--- config.mk ---
export PLATFORM = sky130hd
export DESIGN_NAME = rsrc_top
export DESIGN_NICKNAME = d
export VERILOG_FILES = /design/src/rsrc_pkg.sv /design/src/rsrc_rel_if.sv /design/src/rsrc_top.sv /design/src/rsrc_sync.sv
export SDC_FILE = /design/constraint.sdc
export NUM_CORES = 1
export LEC_CHECK = 0
export ABC_CLOCK_PERIOD_IN_PS = 2400
export BUFFER_PORTS_ARGS = -buffer_cell sky130_fd_sc_hd__buf_2
export CAP_MARGIN = 10
export CELL_PAD_IN_SITES_DETAIL_PLACEMENT = 1
export CELL_PAD_IN_SITES_GLOBAL_PLACEMENT = 1
export CORE_MARGIN = 2
export CORE_UTILIZATION = 30
export CTS_CLUSTER_DIAMETER = 40
export DETAILED_ROUTE_END_ITERATION = 6
export PLACE_DENSITY = 0.77
export SLEW_MARGIN = 20
export SYNTH_ARGS = -nofsm -noshare
export SYNTH_HDL_FRONTEND = slang
export SYNTH_HIERARCHICAL = 1
export SYNTH_SLANG_ARGS = --single-unit
export TNS_END_PERCENT = 100
--- constraint.sdc ---
create_clock -name clk -period 2.4 [get_ports clk]
set_clock_uncertainty 0.15 [all_clocks]
set_input_delay 0.48 -clock clk [delete_from_list [all_inputs] [get_ports clk]]
set_output_delay 0.48 -clock clk [all_outputs]
set_load 0.02 [all_outputs]
--- src/rsrc_pkg.sv ---
// package: constants for the reset state and regulator control block
package rsrc_pkg;
   localparam logic [7:0] RSRC_REGCTL_ADDR = 8'h00_C9;
   localparam int RSRC_BIAS_BIT = 4;
   localparam logic [7:0] RSRC_REGCTL_WMASK = 8'h00_10;
   localparam logic [7:0] RSRC_REGCTL_RST = 8'h00_10;
   localparam logic [7:0] RSRC_PORT_LATCH_RST = 8'h00_FF;
   localparam logic [7:0] RSRC_SP_RST = 8'h00_07;
   localparam logic [15:0] RSRC_PC_RST = 16'h0000;
   localparam logic [3:0] RSRC_WDT_DIV = 4'h0_C;
   localparam logic [1:0] RSRC_CLKSEL_INT_OSC = 2'h0;
   localparam int RSRC_BIAS_SETTLE_NS = 4000;
   localparam int RSRC_CLK_NS = 25;
   localparam int RSRC_BIAS_SETTLE_CYC = (RSRC_BIAS_SETTLE_NS + RSRC_CLK_NS - 1) / RSRC_CLK_NS;
   typedef enum logic [1:0] {RSRC_PM_RUN, RSRC_PM_SUSPEND, RSRC_PM_SLEEP} rsrc_pm_t;
endpackage : rsrc_pkg

--- src/rsrc_rel_if.sv ---
// interface: release path between reset combiner and the sequencer
`timescale 1ns/1ps
interface rsrc_rel_if;
   logic src_any;
   logic por_src;
   logic mon_src;
   logic sys_rst;
   logic release_pulse;
   modport combiner (input src_any, output sys_rst, output release_pulse);
   modport seq (output src_any, output por_src, output mon_src,
      input sys_rst, input release_pulse);
endinterface : rsrc_rel_if

--- src/rsrc_top.sv ---
// module: reset state and core regulator control
// Function
// - regulator off in sleep mode, kept on in suspend mode.
// - bias force bit at 1 keeps precision oscillator bias on outside sleep mode.
// - reserved bits 6, 5, 0 read zero; software writes zero.
// - unused bits 7 and 3..1 read zero, writes ignored.
// - reset halts execution and loads registers with reset values.
// - reset forces known port state, interrupts and timers disabled.
// - reset leaves internal data memory unchanged.
// - reset returns stack pointer to its reset value.
// - reset sets port latches to 0xFF in open-drain mode.
// - weak pull-ups enabled during and after reset.
// - power-on reset leaves reset pin undriven, pull-up off.
// - supply monitor reset drives reset pin low until reset ends.
// - leaving reset clears program counter, selects internal oscillator.
// - leaving reset, watchdog runs on system clock divided by 12.
// - after any reset fetching starts at code address 0x0000.
// - power-on exit sets power-on flag; other resets clear it.
// - enabled, selected monitor with low supply outside sleep holds reset, pin low.
`timescale 1ns/1ps
module rsrc_top
   import rsrc_pkg::*;
#(
   parameter int BIAS_SETTLE_CYC = RSRC_BIAS_SETTLE_CYC
)
(
   input wire logic clk,
   input wire logic rst,
   input wire logic por_req,
   input wire logic supply_low,
   input wire logic mon_enable,
   input wire logic mon_select,
   input wire logic other_rst_req,
   input wire rsrc_pm_t power_mode,
   input wire logic sfr_wr,
   input wire logic sfr_rd,
   input wire logic [7:0] sfr_addr,
   input wire logic [7:0] sfr_wdata,
   output logic [7:0] sfr_rdata,
   output logic core_regulator_en,
   output logic precision_osc_bias_en,
   output logic bias_settled,
   output logic sys_rst,
   output logic cpu_halt,
   output logic [15:0] pc_init,
   output logic [7:0] sp_init,
   output logic [1:0] clk_sel,
   output logic wdt_en,
   output logic [3:0] wdt_div,
   output logic irq_en,
   output logic timers_en,
   output logic [7:0] port_latch,
   output logic port_open_drain,
   output logic weak_pullup_en,
   output logic rst_pin_o,
   output logic rst_pin_oe,
   output logic rst_pin_pullup,
   output logic power_on_reset_flag
);
   rsrc_rel_if rel();
   logic por_m_q;
   logic por_s_q;
   logic low_m_q;
   logic low_s_q;
   logic oth_m_q;
   logic oth_s_q;
   logic mon_hit;
   logic por_seen_q;
   logic mon_seen_q;
   logic [7:0] regctl_q;
   logic bias_prev_q;
   logic [$clog2(BIAS_SETTLE_CYC+1)-1:0] settle_q;

   // pin inputs pass two flip-flops
   always_ff @(posedge clk or posedge rst)
   begin
      if (rst)
      begin
         por_m_q <= 1'b1;
         por_s_q <= 1'b1;
         low_m_q <= 1'b0;
         low_s_q <= 1'b0;
         oth_m_q <= 1'b0;
         oth_s_q <= 1'b0;
      end
      else
      begin
         por_m_q <= por_req;
         por_s_q <= por_m_q;
         low_m_q <= supply_low;
         low_s_q <= low_m_q;
         oth_m_q <= other_rst_req;
         oth_s_q <= oth_m_q;
      end
   end

   // monitor counts only when enabled, selected and awake
   assign mon_hit = low_s_q & mon_enable & mon_select
      & (power_mode != RSRC_PM_SLEEP);
   assign rel.src_any = por_s_q | mon_hit | oth_s_q;
   assign rel.por_src = por_s_q;
   assign rel.mon_src = mon_hit;

   rsrc_sync u_sync (
      .clk(clk),
      .rst(rst),
      .rel(rel)
   );

   assign sys_rst = rel.sys_rst;

   // remember which source caused the current reset, set wins over clear
   always_ff @(posedge clk or posedge rst)
   begin
      if (rst)
      begin
         por_seen_q <= 1'b1;
         mon_seen_q <= 1'b0;
      end
      else
      begin
         if (rel.release_pulse)
         begin
            por_seen_q <= 1'b0;
            mon_seen_q <= 1'b0;
         end
         if (rel.por_src)
            por_seen_q <= 1'b1;
         if (rel.mon_src)
            mon_seen_q <= 1'b1;
      end
   end

   // power-on flag updated on exit
   always_ff @(posedge clk or posedge rst)
   begin
      if (rst)
         power_on_reset_flag <= 1'b0;
      else if (rel.release_pulse)
         power_on_reset_flag <= por_seen_q;
   end

   // reset pin: undriven on power-on, low on monitor reset
   always_comb
   begin
      rst_pin_o = 1'b0;
      rst_pin_oe = 1'b0;
      rst_pin_pullup = 1'b1;
      if (sys_rst && por_seen_q)
      begin
         rst_pin_pullup = 1'b0;
      end
      else if (sys_rst && (mon_seen_q || mon_hit))
      begin
         rst_pin_oe = 1'b1;
         rst_pin_pullup = 1'b0;
      end
   end

   // core regulator control register, only bias bit stored
   always_ff @(posedge clk or posedge rst)
   begin
      if (rst)
         regctl_q <= RSRC_REGCTL_RST;
      else if (sys_rst)
         regctl_q <= RSRC_REGCTL_RST;
      else if (sfr_wr && sfr_addr == RSRC_REGCTL_ADDR)
         regctl_q <= sfr_wdata & RSRC_REGCTL_WMASK;
   end

   always_ff @(posedge clk or posedge rst)
   begin
      if (rst)
         sfr_rdata <= 8'h00_00;
      else if (sfr_rd && sfr_addr == RSRC_REGCTL_ADDR)
         sfr_rdata <= regctl_q & RSRC_REGCTL_WMASK;
      else
         sfr_rdata <= 8'h00_00;
   end

   assign core_regulator_en = (power_mode != RSRC_PM_SLEEP);
   assign precision_osc_bias_en = regctl_q[RSRC_BIAS_BIT]
      & (power_mode != RSRC_PM_SLEEP);

   // settling status after bias comes back on
   always_ff @(posedge clk or posedge rst)
   begin
      if (rst)
      begin
         bias_prev_q <= 1'b1;
         settle_q <= '0;
      end
      else
      begin
         bias_prev_q <= precision_osc_bias_en;
         if (precision_osc_bias_en && !bias_prev_q)
            settle_q <= ($clog2(BIAS_SETTLE_CYC+1))'(BIAS_SETTLE_CYC);
         else if (!precision_osc_bias_en)
            settle_q <= '0;
         else if (settle_q != '0)
            settle_q <= settle_q - 1'b1;
      end
   end
   assign bias_settled = precision_osc_bias_en && bias_prev_q && settle_q == '0;

   // reset state of core, ports, timers and clocking
   always_comb
   begin
      cpu_halt = sys_rst;
      irq_en = ~sys_rst;
      timers_en = ~sys_rst;
      pc_init = RSRC_PC_RST;
      sp_init = RSRC_SP_RST;
      clk_sel = RSRC_CLKSEL_INT_OSC;
      wdt_en = ~sys_rst;
      wdt_div = RSRC_WDT_DIV;
      port_latch = RSRC_PORT_LATCH_RST;
      port_open_drain = 1'b1;
      weak_pullup_en = 1'b1;
   end
endmodule : rsrc_top

--- src/rsrc_sync.sv ---
// module: reset combiner with synchronous release
`timescale 1ns/1ps
module rsrc_sync
   import rsrc_pkg::*;
(
   input wire logic clk,
   input wire logic rst,
   rsrc_rel_if.combiner rel
);
   logic s1_q;
   logic s2_q;
   logic s3_q;
   // assert asynchronously on rst only; sources assert and release after two clean edges
   always_ff @(posedge clk or posedge rst)
   begin
      if (rst)
      begin
         s1_q <= 1'b1;
         s2_q <= 1'b1;
      end
      else
      begin
         s1_q <= rel.src_any;
         s2_q <= s1_q;
      end
   end
   always_ff @(posedge clk or posedge rst)
   begin
      if (rst)
         s3_q <= 1'b1;
      else
         s3_q <= s2_q;
   end
   assign rel.sys_rst = s2_q;
   assign rel.release_pulse = s3_q & ~s2_q;
endmodule : rsrc_sync

==> results.cfg, run 1 <==
[global_routing]
grt_pass1_wl_um = 4090
overflow = 0
use_met2_pct = 18.5
grtUsageTotal_pct = 9.86
grt_start_max_net_pins = 21
grt_pass1_vias = 907
use_met3_pct = 0.414
top_usage_layer = met2
met1_usage_pct = 11.3
antenna_found_initial = 0

[timing]
relSlewSlack_pct = 48.0
timing.final.crit_share_pct = 96.8
tns_ns = 0
setup_viol_count_final = 0
worst_slew_pin_slew_ns = 0.772
max_freq_ghz = 0.431
hold_violations = 0
grt_setup_unrepaired = no
setup_ws_ns = 0.0778
period_needed_ns = 2.32
drv_slew = 0

[place]
gp_congestion = 0.807
dp_hpwl_um = 2050
port_buffers = 31
post-place-ws_ns = 0.291

[detailed_routing]
routed_wl_um = 2570
vias = 955
first_iter_violations = 72
firstDrtPassIters = 4
vias_per_cell = 4.19
wl_per_cell_um = 11.3
ant_nets = 0
drc = 0

[critical_path]
r2r_end = settle_q[1]$_DFFE_PP0P_
worstPathMaxFanout = 5
r2r_setup_slack_ns = 0.53
path_cells = or4_4 > nor4_2 > buf_2
r2r-start = settle_q[5]$_DFFE_PP0P_
slowest_stage = or4_4
crit_path_start_kind = flip-flop
end_kind = primary output
crit_cells = 3
critPathMaxStageDelay_ns = 0.57
crit_buf_inv = 1
critPathTopFamily = simple AND/OR/NAND/NOR gates
reg2reg_depth = 4
cp.arrival_ns = 1.69
worstSetupPathType = reg -> out
required_ns = 1.77

[logic_synthesis]
syn-cell-area_mm2 = 0.00142
ys_warn_count = 6
yosysSeqAreaShare_pct = 41.3
async_flop_share_pct = 100
syn_area_per_cell_um2 = 9.84
ys_types = 41
synth_edf_count = 0
ys_ff_latch = 23
synth_top_flop_cell = dfrtp_1
synthCells = 144

[pwr]
internal_power_uw = 783
leakage_nw = 0.765
p_total_mw = 1.29
pwr_density_cell_mw_per_mm2 = 865
ir_worst_vdd_v = 0.000221
switching_power_uw = 506
comb_power_share_pct = 40.2
clkPwrFrac_pct = 18.7
netSwitchingFraction_pct = 39.2
p_seq_share_pct = 41.2

[final_layout]
n_fill_cell = 559
multi_input_area_um2 = 579
nets = 203
regArea_um2 = 586
antenna_cells = 0
mostFrequentLayoutCells = 48 x conb_1, 31 x buf_2, 15 x dfrtp_1, 8 x inv_1, 8 x dfstp_2
largest-register = settle_q
final_layout_size_suffix_gt1_share_pct = 29.3
largest_reg_flops = 8
final_common_cell = conb_1
utilization_pct = 32.2
areaGrowthSynthToFinish_pct = 5.03

[die]
rows = 25
die_h_um = 72.7
fp.dieArea_mm2 = 0.00529
coreArea_mm2 = 0.00463
pin_count = 87
start_util_pct = 30.6
die_x_um = 72.7

[run]
drv_cap = 0

[worst_hold_path]
hp-class = in -> async

[clock_network]
clock_latency_ns = 0.26
h-tree-depth = 1
cts_buffer_depth = 2
clkTransAtPathRegs_ns = 0.08
cts_hold_buf = 0
cts-root-buf = clkbuf_8
cts_buffers = 3
cts_sinks = 23
tritoncts = yes

[outcome]
status = finished, final reports clean
==> per-stage QoR <==
stage	hold slack [ns]	instance area, µm²	cells
final	0.117	1490	228
after global placement	0.182	1430	223
after global routing	0.128	1490	228
after detailed placement	0.190	1430	223
after floorplan	0.181	1600	190
after CTS	0.107	1490	228
==> worst register-to-register path, delay by kind of cell (launching register included) <==
kind,cells,cell delay (ns)
buf+inv,1,0.16
compound gates,2,0.40
flops,1,0.39
simple gates,1,0.69
==> worst max path at each step <==
stage / from / end / slack [ns]
6_report: settle_q[6]$_DFFE_PP0P_ / bias_settled / 0.08
5_1_grt: settle_q[6]$_DFFE_PP0P_ / bias_settled / 0.03
3_3_place_gp: power_mode[0] / rst_pin_pullup / 0.31
3_5_place_dp: settle_q[5]$_DFFE_PP0P_ / bias_settled / 0.29
2_1_floorplan: power_mode[0] / rst_pin_pullup / 0.13
4_1_cts: settle_q[6]$_DFFE_PP0P_ / bias_settled / 0.06
==> routing by layer <==
layer / up-vias / wire [µm] / share of wire (%)
met4: 0 / 30 / 1.2
met1: 458 / 1030 / 40
met5: - / 0 / 0
met3: 2 / 154 / 6.0
li1: 450 / - / -
met2: 45 / 1350 / 53
==> cell usage after synthesis, types with 3 or more instances <==
cell	number	share of area (%)
a21oi_1	5	1.8
buf_4	51	27
dfrtp_1	15	26
dfstp_2	8	15
inv_1	8	2.1
nand2_1	3	0.79
nand2b_1	3	1.3
nor2_1	4	1.1
nor3_1	4	1.4
==> cell families (layout without fill, tap and decap cells) <==
group | after synthesis | in the layout | synth area share, %
AO/OA/AOI/OAI | 19 | 19 | 9.36
buffers and inverters | 62 | 46 | 30.5
adder cells (fa/ha/maj) | 1 | 1 | 0.882
flip-flops | 23 | 23 | 41.3
AND/OR/NAND/NOR | 34 | 34 | 15.3
multiplexers | 3 | 3 | 2.21
other | 2 | 48 | 0.530
==> power by group through the flow <==
| stage | clock network [mW] | registers [mW] | logic [mW] |
|---|---|---|---|
| 6_report | 0.240 | 0.530 | 0.518 |
| 5_1_grt | 0.264 | 0.543 | 0.581 |
| 4_1_cts | 0.257 | 0.531 | 0.516 |
| 3_5_place_dp | 0 | 0.547 | 0.487 |
| 3_3_place_gp | 0 | 0.540 | 0.472 |
| 2_1_floorplan | 0 | 0.521 | 0.463 |
==> timing repair <==
item                                    4_1_cts  5_1_grt
endpoints found under the setup margin        1        0
setup buffers                                 1        0
resized for setup                             0        0
==> layout make-up <==
type	count	share of cell area, %
clock inverters	1	0.504
multi-input cells	105	38.9
inverters	8	2.02
clock buffers	3	2.77
well taps	54	4.54
flip-flops and latches	23	39.3
repair buffers	34	11.9
Power figures use the tool's default switching activity.
==> inputs of run 2 (changes only) <==
--- a/config.mk
+++ b/config.mk
@@ -14,6 +14,7 @@
 export CORE_UTILIZATION = 30
 export CTS_CLUSTER_DIAMETER = 40
 export DETAILED_ROUTE_END_ITERATION = 6
+export MAX_ROUTING_LAYER = met4
 export PLACE_DENSITY = 0.77
 export SLEW_MARGIN = 20
 export SYNTH_ARGS = -nofsm -noshare
==> results.cfg, run 2 (synthesis gave the netlist of run 1 again) <==
[critical_path]
cp.arrival_ns = 1.71
crit_path_start_kind = flip-flop
worstSetupPathType = reg -> out
worstPathMaxFanout = 5
r2r_setup_slack_ns = 0.53
required_ns = 1.77
end_kind = primary output

[detailed_routing]
routed_wl_um = 2580
firstDrtPassIters = 4
vias_per_cell = 4.17
vias = 951
wl_per_cell_um = 11.3
drc = 0
ant_nets = 0
first_iter_violations = 59

[place]
port_buffers = 31
place_inst = 223
dp_hpwl_um = 2050
post-place-ws_ns = 0.291
gp_congestion = 0.819

[die]
rows = 25
die_h_um = 72.7
pin_count = 87
coreArea_mm2 = 0.00463
start_util_pct = 30.6
fp.dieArea_mm2 = 0.00529
die_x_um = 72.7

[final_layout]
final_common_cell = conb_1
final_layout_size_suffix_gt1_share_pct = 29.3
areaGrowthSynthToFinish_pct = 5.03
largest_reg_flops = 8
multi_input_area_um2 = 579
antenna_cells = 0
n_fill_cell = 559
largest-register = settle_q
mostFrequentLayoutCells = 48 x conb_1, 31 x buf_2, 15 x dfrtp_1, 8 x inv_1, 8 x dfstp_2
final_cell_count_no_fill = 228
regArea_um2 = 586
nets = 203

[clock_network]
cts_sinks = 23
tritoncts = yes
cts_resized = 0
clock_latency_ns = 0.26
cts-root-buf = clkbuf_8
h-tree-depth = 1
cts_buffers = 3
cts_buffer_depth = 2
clkTransAtPathRegs_ns = 0.09

[global_routing]
antenna_found_initial = 0
overflow = 0
grtUsageTotal_pct = 10.2
grt_pass1_wl_um = 4100
grt_pass1_vias = 907
grt_start_max_net_pins = 21

[pwr]
p_total_mw = 1.29
ir_worst_vdd_v = 0.000225
leakage_nw = 0.765
pwr_density_cell_mw_per_mm2 = 868

[timing]
hold_ws_ns = 0.117
period_needed_ns = 2.34
setup_ws_ns = 0.0641
grt_setup_unrepaired = no
drv_slew = 0
setup_viol_count_final = 0
timing.final.crit_share_pct = 97.3
relSlewSlack_pct = 48.0
tns_ns = 0
worst_slew_pin_slew_ns = 0.773
hold_violations = 0
max_freq_ghz = 0.428

[outcome]
status = finished, final reports clean

[worst_hold_path]
hp-class = in -> async

[run]
drv_cap = 0
==> run 2: cell counts in the layout (fill, tap and decap cells not counted) <==
Identical to the previous run, type by type.
==> run 2: power breakdown <==
part / switching (mW) / internal (mW) / leakage, nW
registers: 0.0680 / 0.462 / 0.270
clock network: 0.126 / 0.117 / 0.0217
logic: 0.314 / 0.203 / 0.474
total: 0.509 / 0.783 / 0.765
==> run 2: cell type report <==
class	count	area share, %
Sequential cell	23	39.3
Multi-Input combinational cell	105	38.9
Timing Repair Buffer	34	11.9
Tap cell	54	4.54
Clock buffer	3	2.77
Inverter	8	2.02
Clock inverter	1	0.504
==> run 2: worst max-delay path, stage by stage (launching register included) <==
cell and delay [ns]:
dfrtp_1 0.42, or4_4 0.57, nor4_2 0.25, buf_2 0.21
==> run 2: what timing repair did <==
item,4_1_cts,5_1_grt
setup buffers,1,0
endpoints found under the setup margin,1,0
hold buffers,0,0
==> run 2: final timing paths <==
check | from | endpoint | cells past startpoint
setup / recovery | settle_q[6]$_DFFE_PP0P_ | bias_settled | 3
hold / removal | rst | u_sync/rel.sys_rst$_DFF_PP1_ | 2
setup reg to reg | settle_q[5]$_DFFE_PP0P_ | settle_q[1]$_DFFE_PP0P_ | 4
hold reg to reg | oth_m_q$_DFF_PP0_ | oth_s_q$_DFF_PP0_ | 0
max in group asynchronous | rst | power_on_reset_flag$_DFFE_PP0P_ | 2
min in group clk | por_req | por_m_q$_DFF_PP1_ | 1
==> run 2: metal layers <==
metal / vias up / track usage [%] / routed length [µm]
met5: - / - / 0
met4: 0 / 4.94 / 30
met3: 2 / 0.414 / 163
met2: 47 / 18.6 / 1360
met1: 453 / 11.3 / 1020
li1: 449 / - / -
==> run 2: stage by stage <==
stage	area (µm²)	utilization [%]
2_1_floorplan	1600	-
3_5_place_dp	1430	30.9
6_report	1490	32.2
5_1_grt	1490	32.2
3_3_place_gp	1430	30.9
4_1_cts	1490	32.2
==> inputs of run 3 (changes only) <==
--- a/config.mk
+++ b/config.mk
@@ -5,7 +5,7 @@
 export SDC_FILE = /design/constraint.sdc
 export NUM_CORES = 1
 export LEC_CHECK = 0
-export ABC_CLOCK_PERIOD_IN_PS = 2400
+export ABC_CLOCK_PERIOD_IN_PS = 2420
 export BUFFER_PORTS_ARGS = -buffer_cell sky130_fd_sc_hd__buf_2
 export CAP_MARGIN = 10
 export CELL_PAD_IN_SITES_DETAIL_PLACEMENT = 1
@@ -16,9 +16,9 @@
 export DETAILED_ROUTE_END_ITERATION = 6
 export MAX_ROUTING_LAYER = met4
 export PLACE_DENSITY = 0.77
+export RECOVER_POWER = 25
 export SLEW_MARGIN = 20
 export SYNTH_ARGS = -nofsm -noshare
 export SYNTH_HDL_FRONTEND = slang
 export SYNTH_HIERARCHICAL = 1
 export SYNTH_SLANG_ARGS = --single-unit
-export TNS_END_PERCENT = 100
==> constraint.sdc (replaced) <==
create_clock -name clk -period 2.42 [get_ports clk]
set_clock_uncertainty 0.15 [all_clocks]
set_input_delay 0.484 -clock clk [delete_from_list [all_inputs] [get_ports clk]]
set_output_delay 0.484 -clock clk [all_outputs]
set_load 0.02 [all_outputs]
==> results.cfg, run 3 (synthesis gave the netlist of run 1 again) <==
[outcome]
status = finished, final reports clean

[run]
drv_cap = 0

[critical_path]
r2r-start = settle_q[3]$_DFFE_PP0P_
end_kind = primary output
required_ns = 1.79
crit_start = settle_q[5]$_DFFE_PP0P_
cp.arrival_ns = 1.72
worstPathMaxFanout = 6
worstSetupPathType = reg -> out
crit_path_start_kind = flip-flop

[clock_network]
h-tree-depth = 1
cts_sinks = 23
tritoncts = yes
clock_latency_ns = 0.27
clkTransAtPathRegs_ns = 0.09
cts_buffers = 3
cts_buffer_depth = 2
cts-root-buf = clkbuf_8

[final_layout]
largest-register = settle_q
final_layout_size_suffix_gt1_share_pct = 28.9
final_cell_area_mm2 = 0.00149
final_common_cell = conb_1
mostFrequentLayoutCells = 48 x conb_1, 30 x buf_2, 14 x dfrtp_1, 8 x inv_1, 7 x dfstp_2
regArea_um2 = 587
nets = 202
largest_reg_flops = 8
n_fill_cell = 561
multi_input_area_um2 = 588
areaGrowthSynthToFinish_pct = 5.38
antenna_cells = 0
final_cell_count_no_fill = 227

[place]
gp_congestion = 0.860
port_buffers = 31
dp_hpwl_um = 2110
place_inst = 223
place_area_mm2 = 0.00143

[timing]
grt_setup_unrepaired = no
timing.final.crit_share_pct = 97.4
drv_slew = 0
max_freq_ghz = 0.424
hold_ws_ns = 0.106
period_needed_ns = 2.36
hold_violations = 0
tns_ns = 0
worst_slew_pin_slew_ns = 0.920
setup_viol_count_final = 0
relSlewSlack_pct = 38.1

[global_routing]
grtUsageTotal_pct = 11.1
antenna_found_initial = 0
grt_start_max_net_pins = 21
overflow = 0
use_met3_pct = 1.38
met1_usage_pct = 11.6
grt_pass1_wl_um = 4380
top_usage_layer = met2
use_met2_pct = 20.1
grt_pass1_vias = 915

[detailed_routing]
drc = 0
firstDrtPassIters = 4
first_iter_violations = 102
routed_wl_um = 2730
vias_per_cell = 4.25
wl_per_cell_um = 12.0
vias = 965
ant_nets = 0

[pwr]
leakage_nw = 0.759
pwr_density_cell_mw_per_mm2 = 873
ir_worst_vdd_v = 0.000222

[die]
start_util_pct = 30.6
pin_count = 87
rows = 25
coreArea_mm2 = 0.00463
die_h_um = 72.7
die_x_um = 72.7
fp.dieArea_mm2 = 0.00529

[worst_hold_path]
hp-class = in -> async
[run 3: worst paths after layout]
| path | cells past startpoint | end | slack (ns) |
|---|---|---|---|
| setup / recovery | 3 | bias_settled | 0.06 |
| hold / removal | 2 | u_sync/s3_q$_DFF_PP1_ | 0.11 |
| setup reg to reg | 4 | settle_q[1]$_DFFE_PP0P_ | 0.41 |
| hold reg to reg | 0 | low_s_q$_DFF_PP0_ | 0.20 |
| max in group asynchronous | 2 | settle_q[5]$_DFFE_PP0P_ | 1.38 |
| min in group clk | 1 | por_m_q$_DFF_PP1_ | 0.15 |
[run 3: where the power goes]
| group | switching [mW] | internal [mW] | total, mW | leakage (nW) |
|---|---|---|---|---|
| logic | 0.315 | 0.198 | 0.513 | 0.470 |
| clock network | 0.135 | 0.117 | 0.252 | 0.0217 |
| registers | 0.0794 | 0.460 | 0.539 | 0.267 |
[run 3: critical path: stages (launching register included)]
cell	delay, ns
dfrtp_2	0.45
or4_4	0.59
nor4_4	0.23
buf_4	0.18
[run 3: cell type report]
cell class | instances | share of cell area [%]
clock buffer | 3 | 2.76
sequential | 23 | 39.3
inverter | 8 | 2.01
tap | 54 | 4.52
clock inverter | 1 | 0.503
timing repair buffer | 33 | 11.6
multi-input combinational | 105 | 39.4
[run 3: metrics by stage]
step           util (%)  worst slack (ns)  total power [mW]
2_1_floorplan         -           0.00701             0.969
3_3_place_gp       30.8             0.289             0.995
3_5_place_dp       30.8             0.298              1.02
4_1_cts            31.9          0.000134              1.28
5_1_grt            32.3            0.0258              1.39
6_report           32.3            0.0636              1.30
[run 3: what timing repair did]
| action | CTS | global route |
|---|---|---|
| setup buffers | 0 | 0 |
| endpoints found under the hold margin | 0 | 0 |
| setup endpoints to repair | 0 | 1 |
| gates resized for setup | 0 | 4 |
| hold buffers | 0 | 0 |
[run 3: metal layers]
layer / vias up / routed length, µm
li1: 450 / -
met1: 466 / 1050
met2: 44 / 1470
met3: 5 / 161
met4: 0 / 53
met5: - / 0
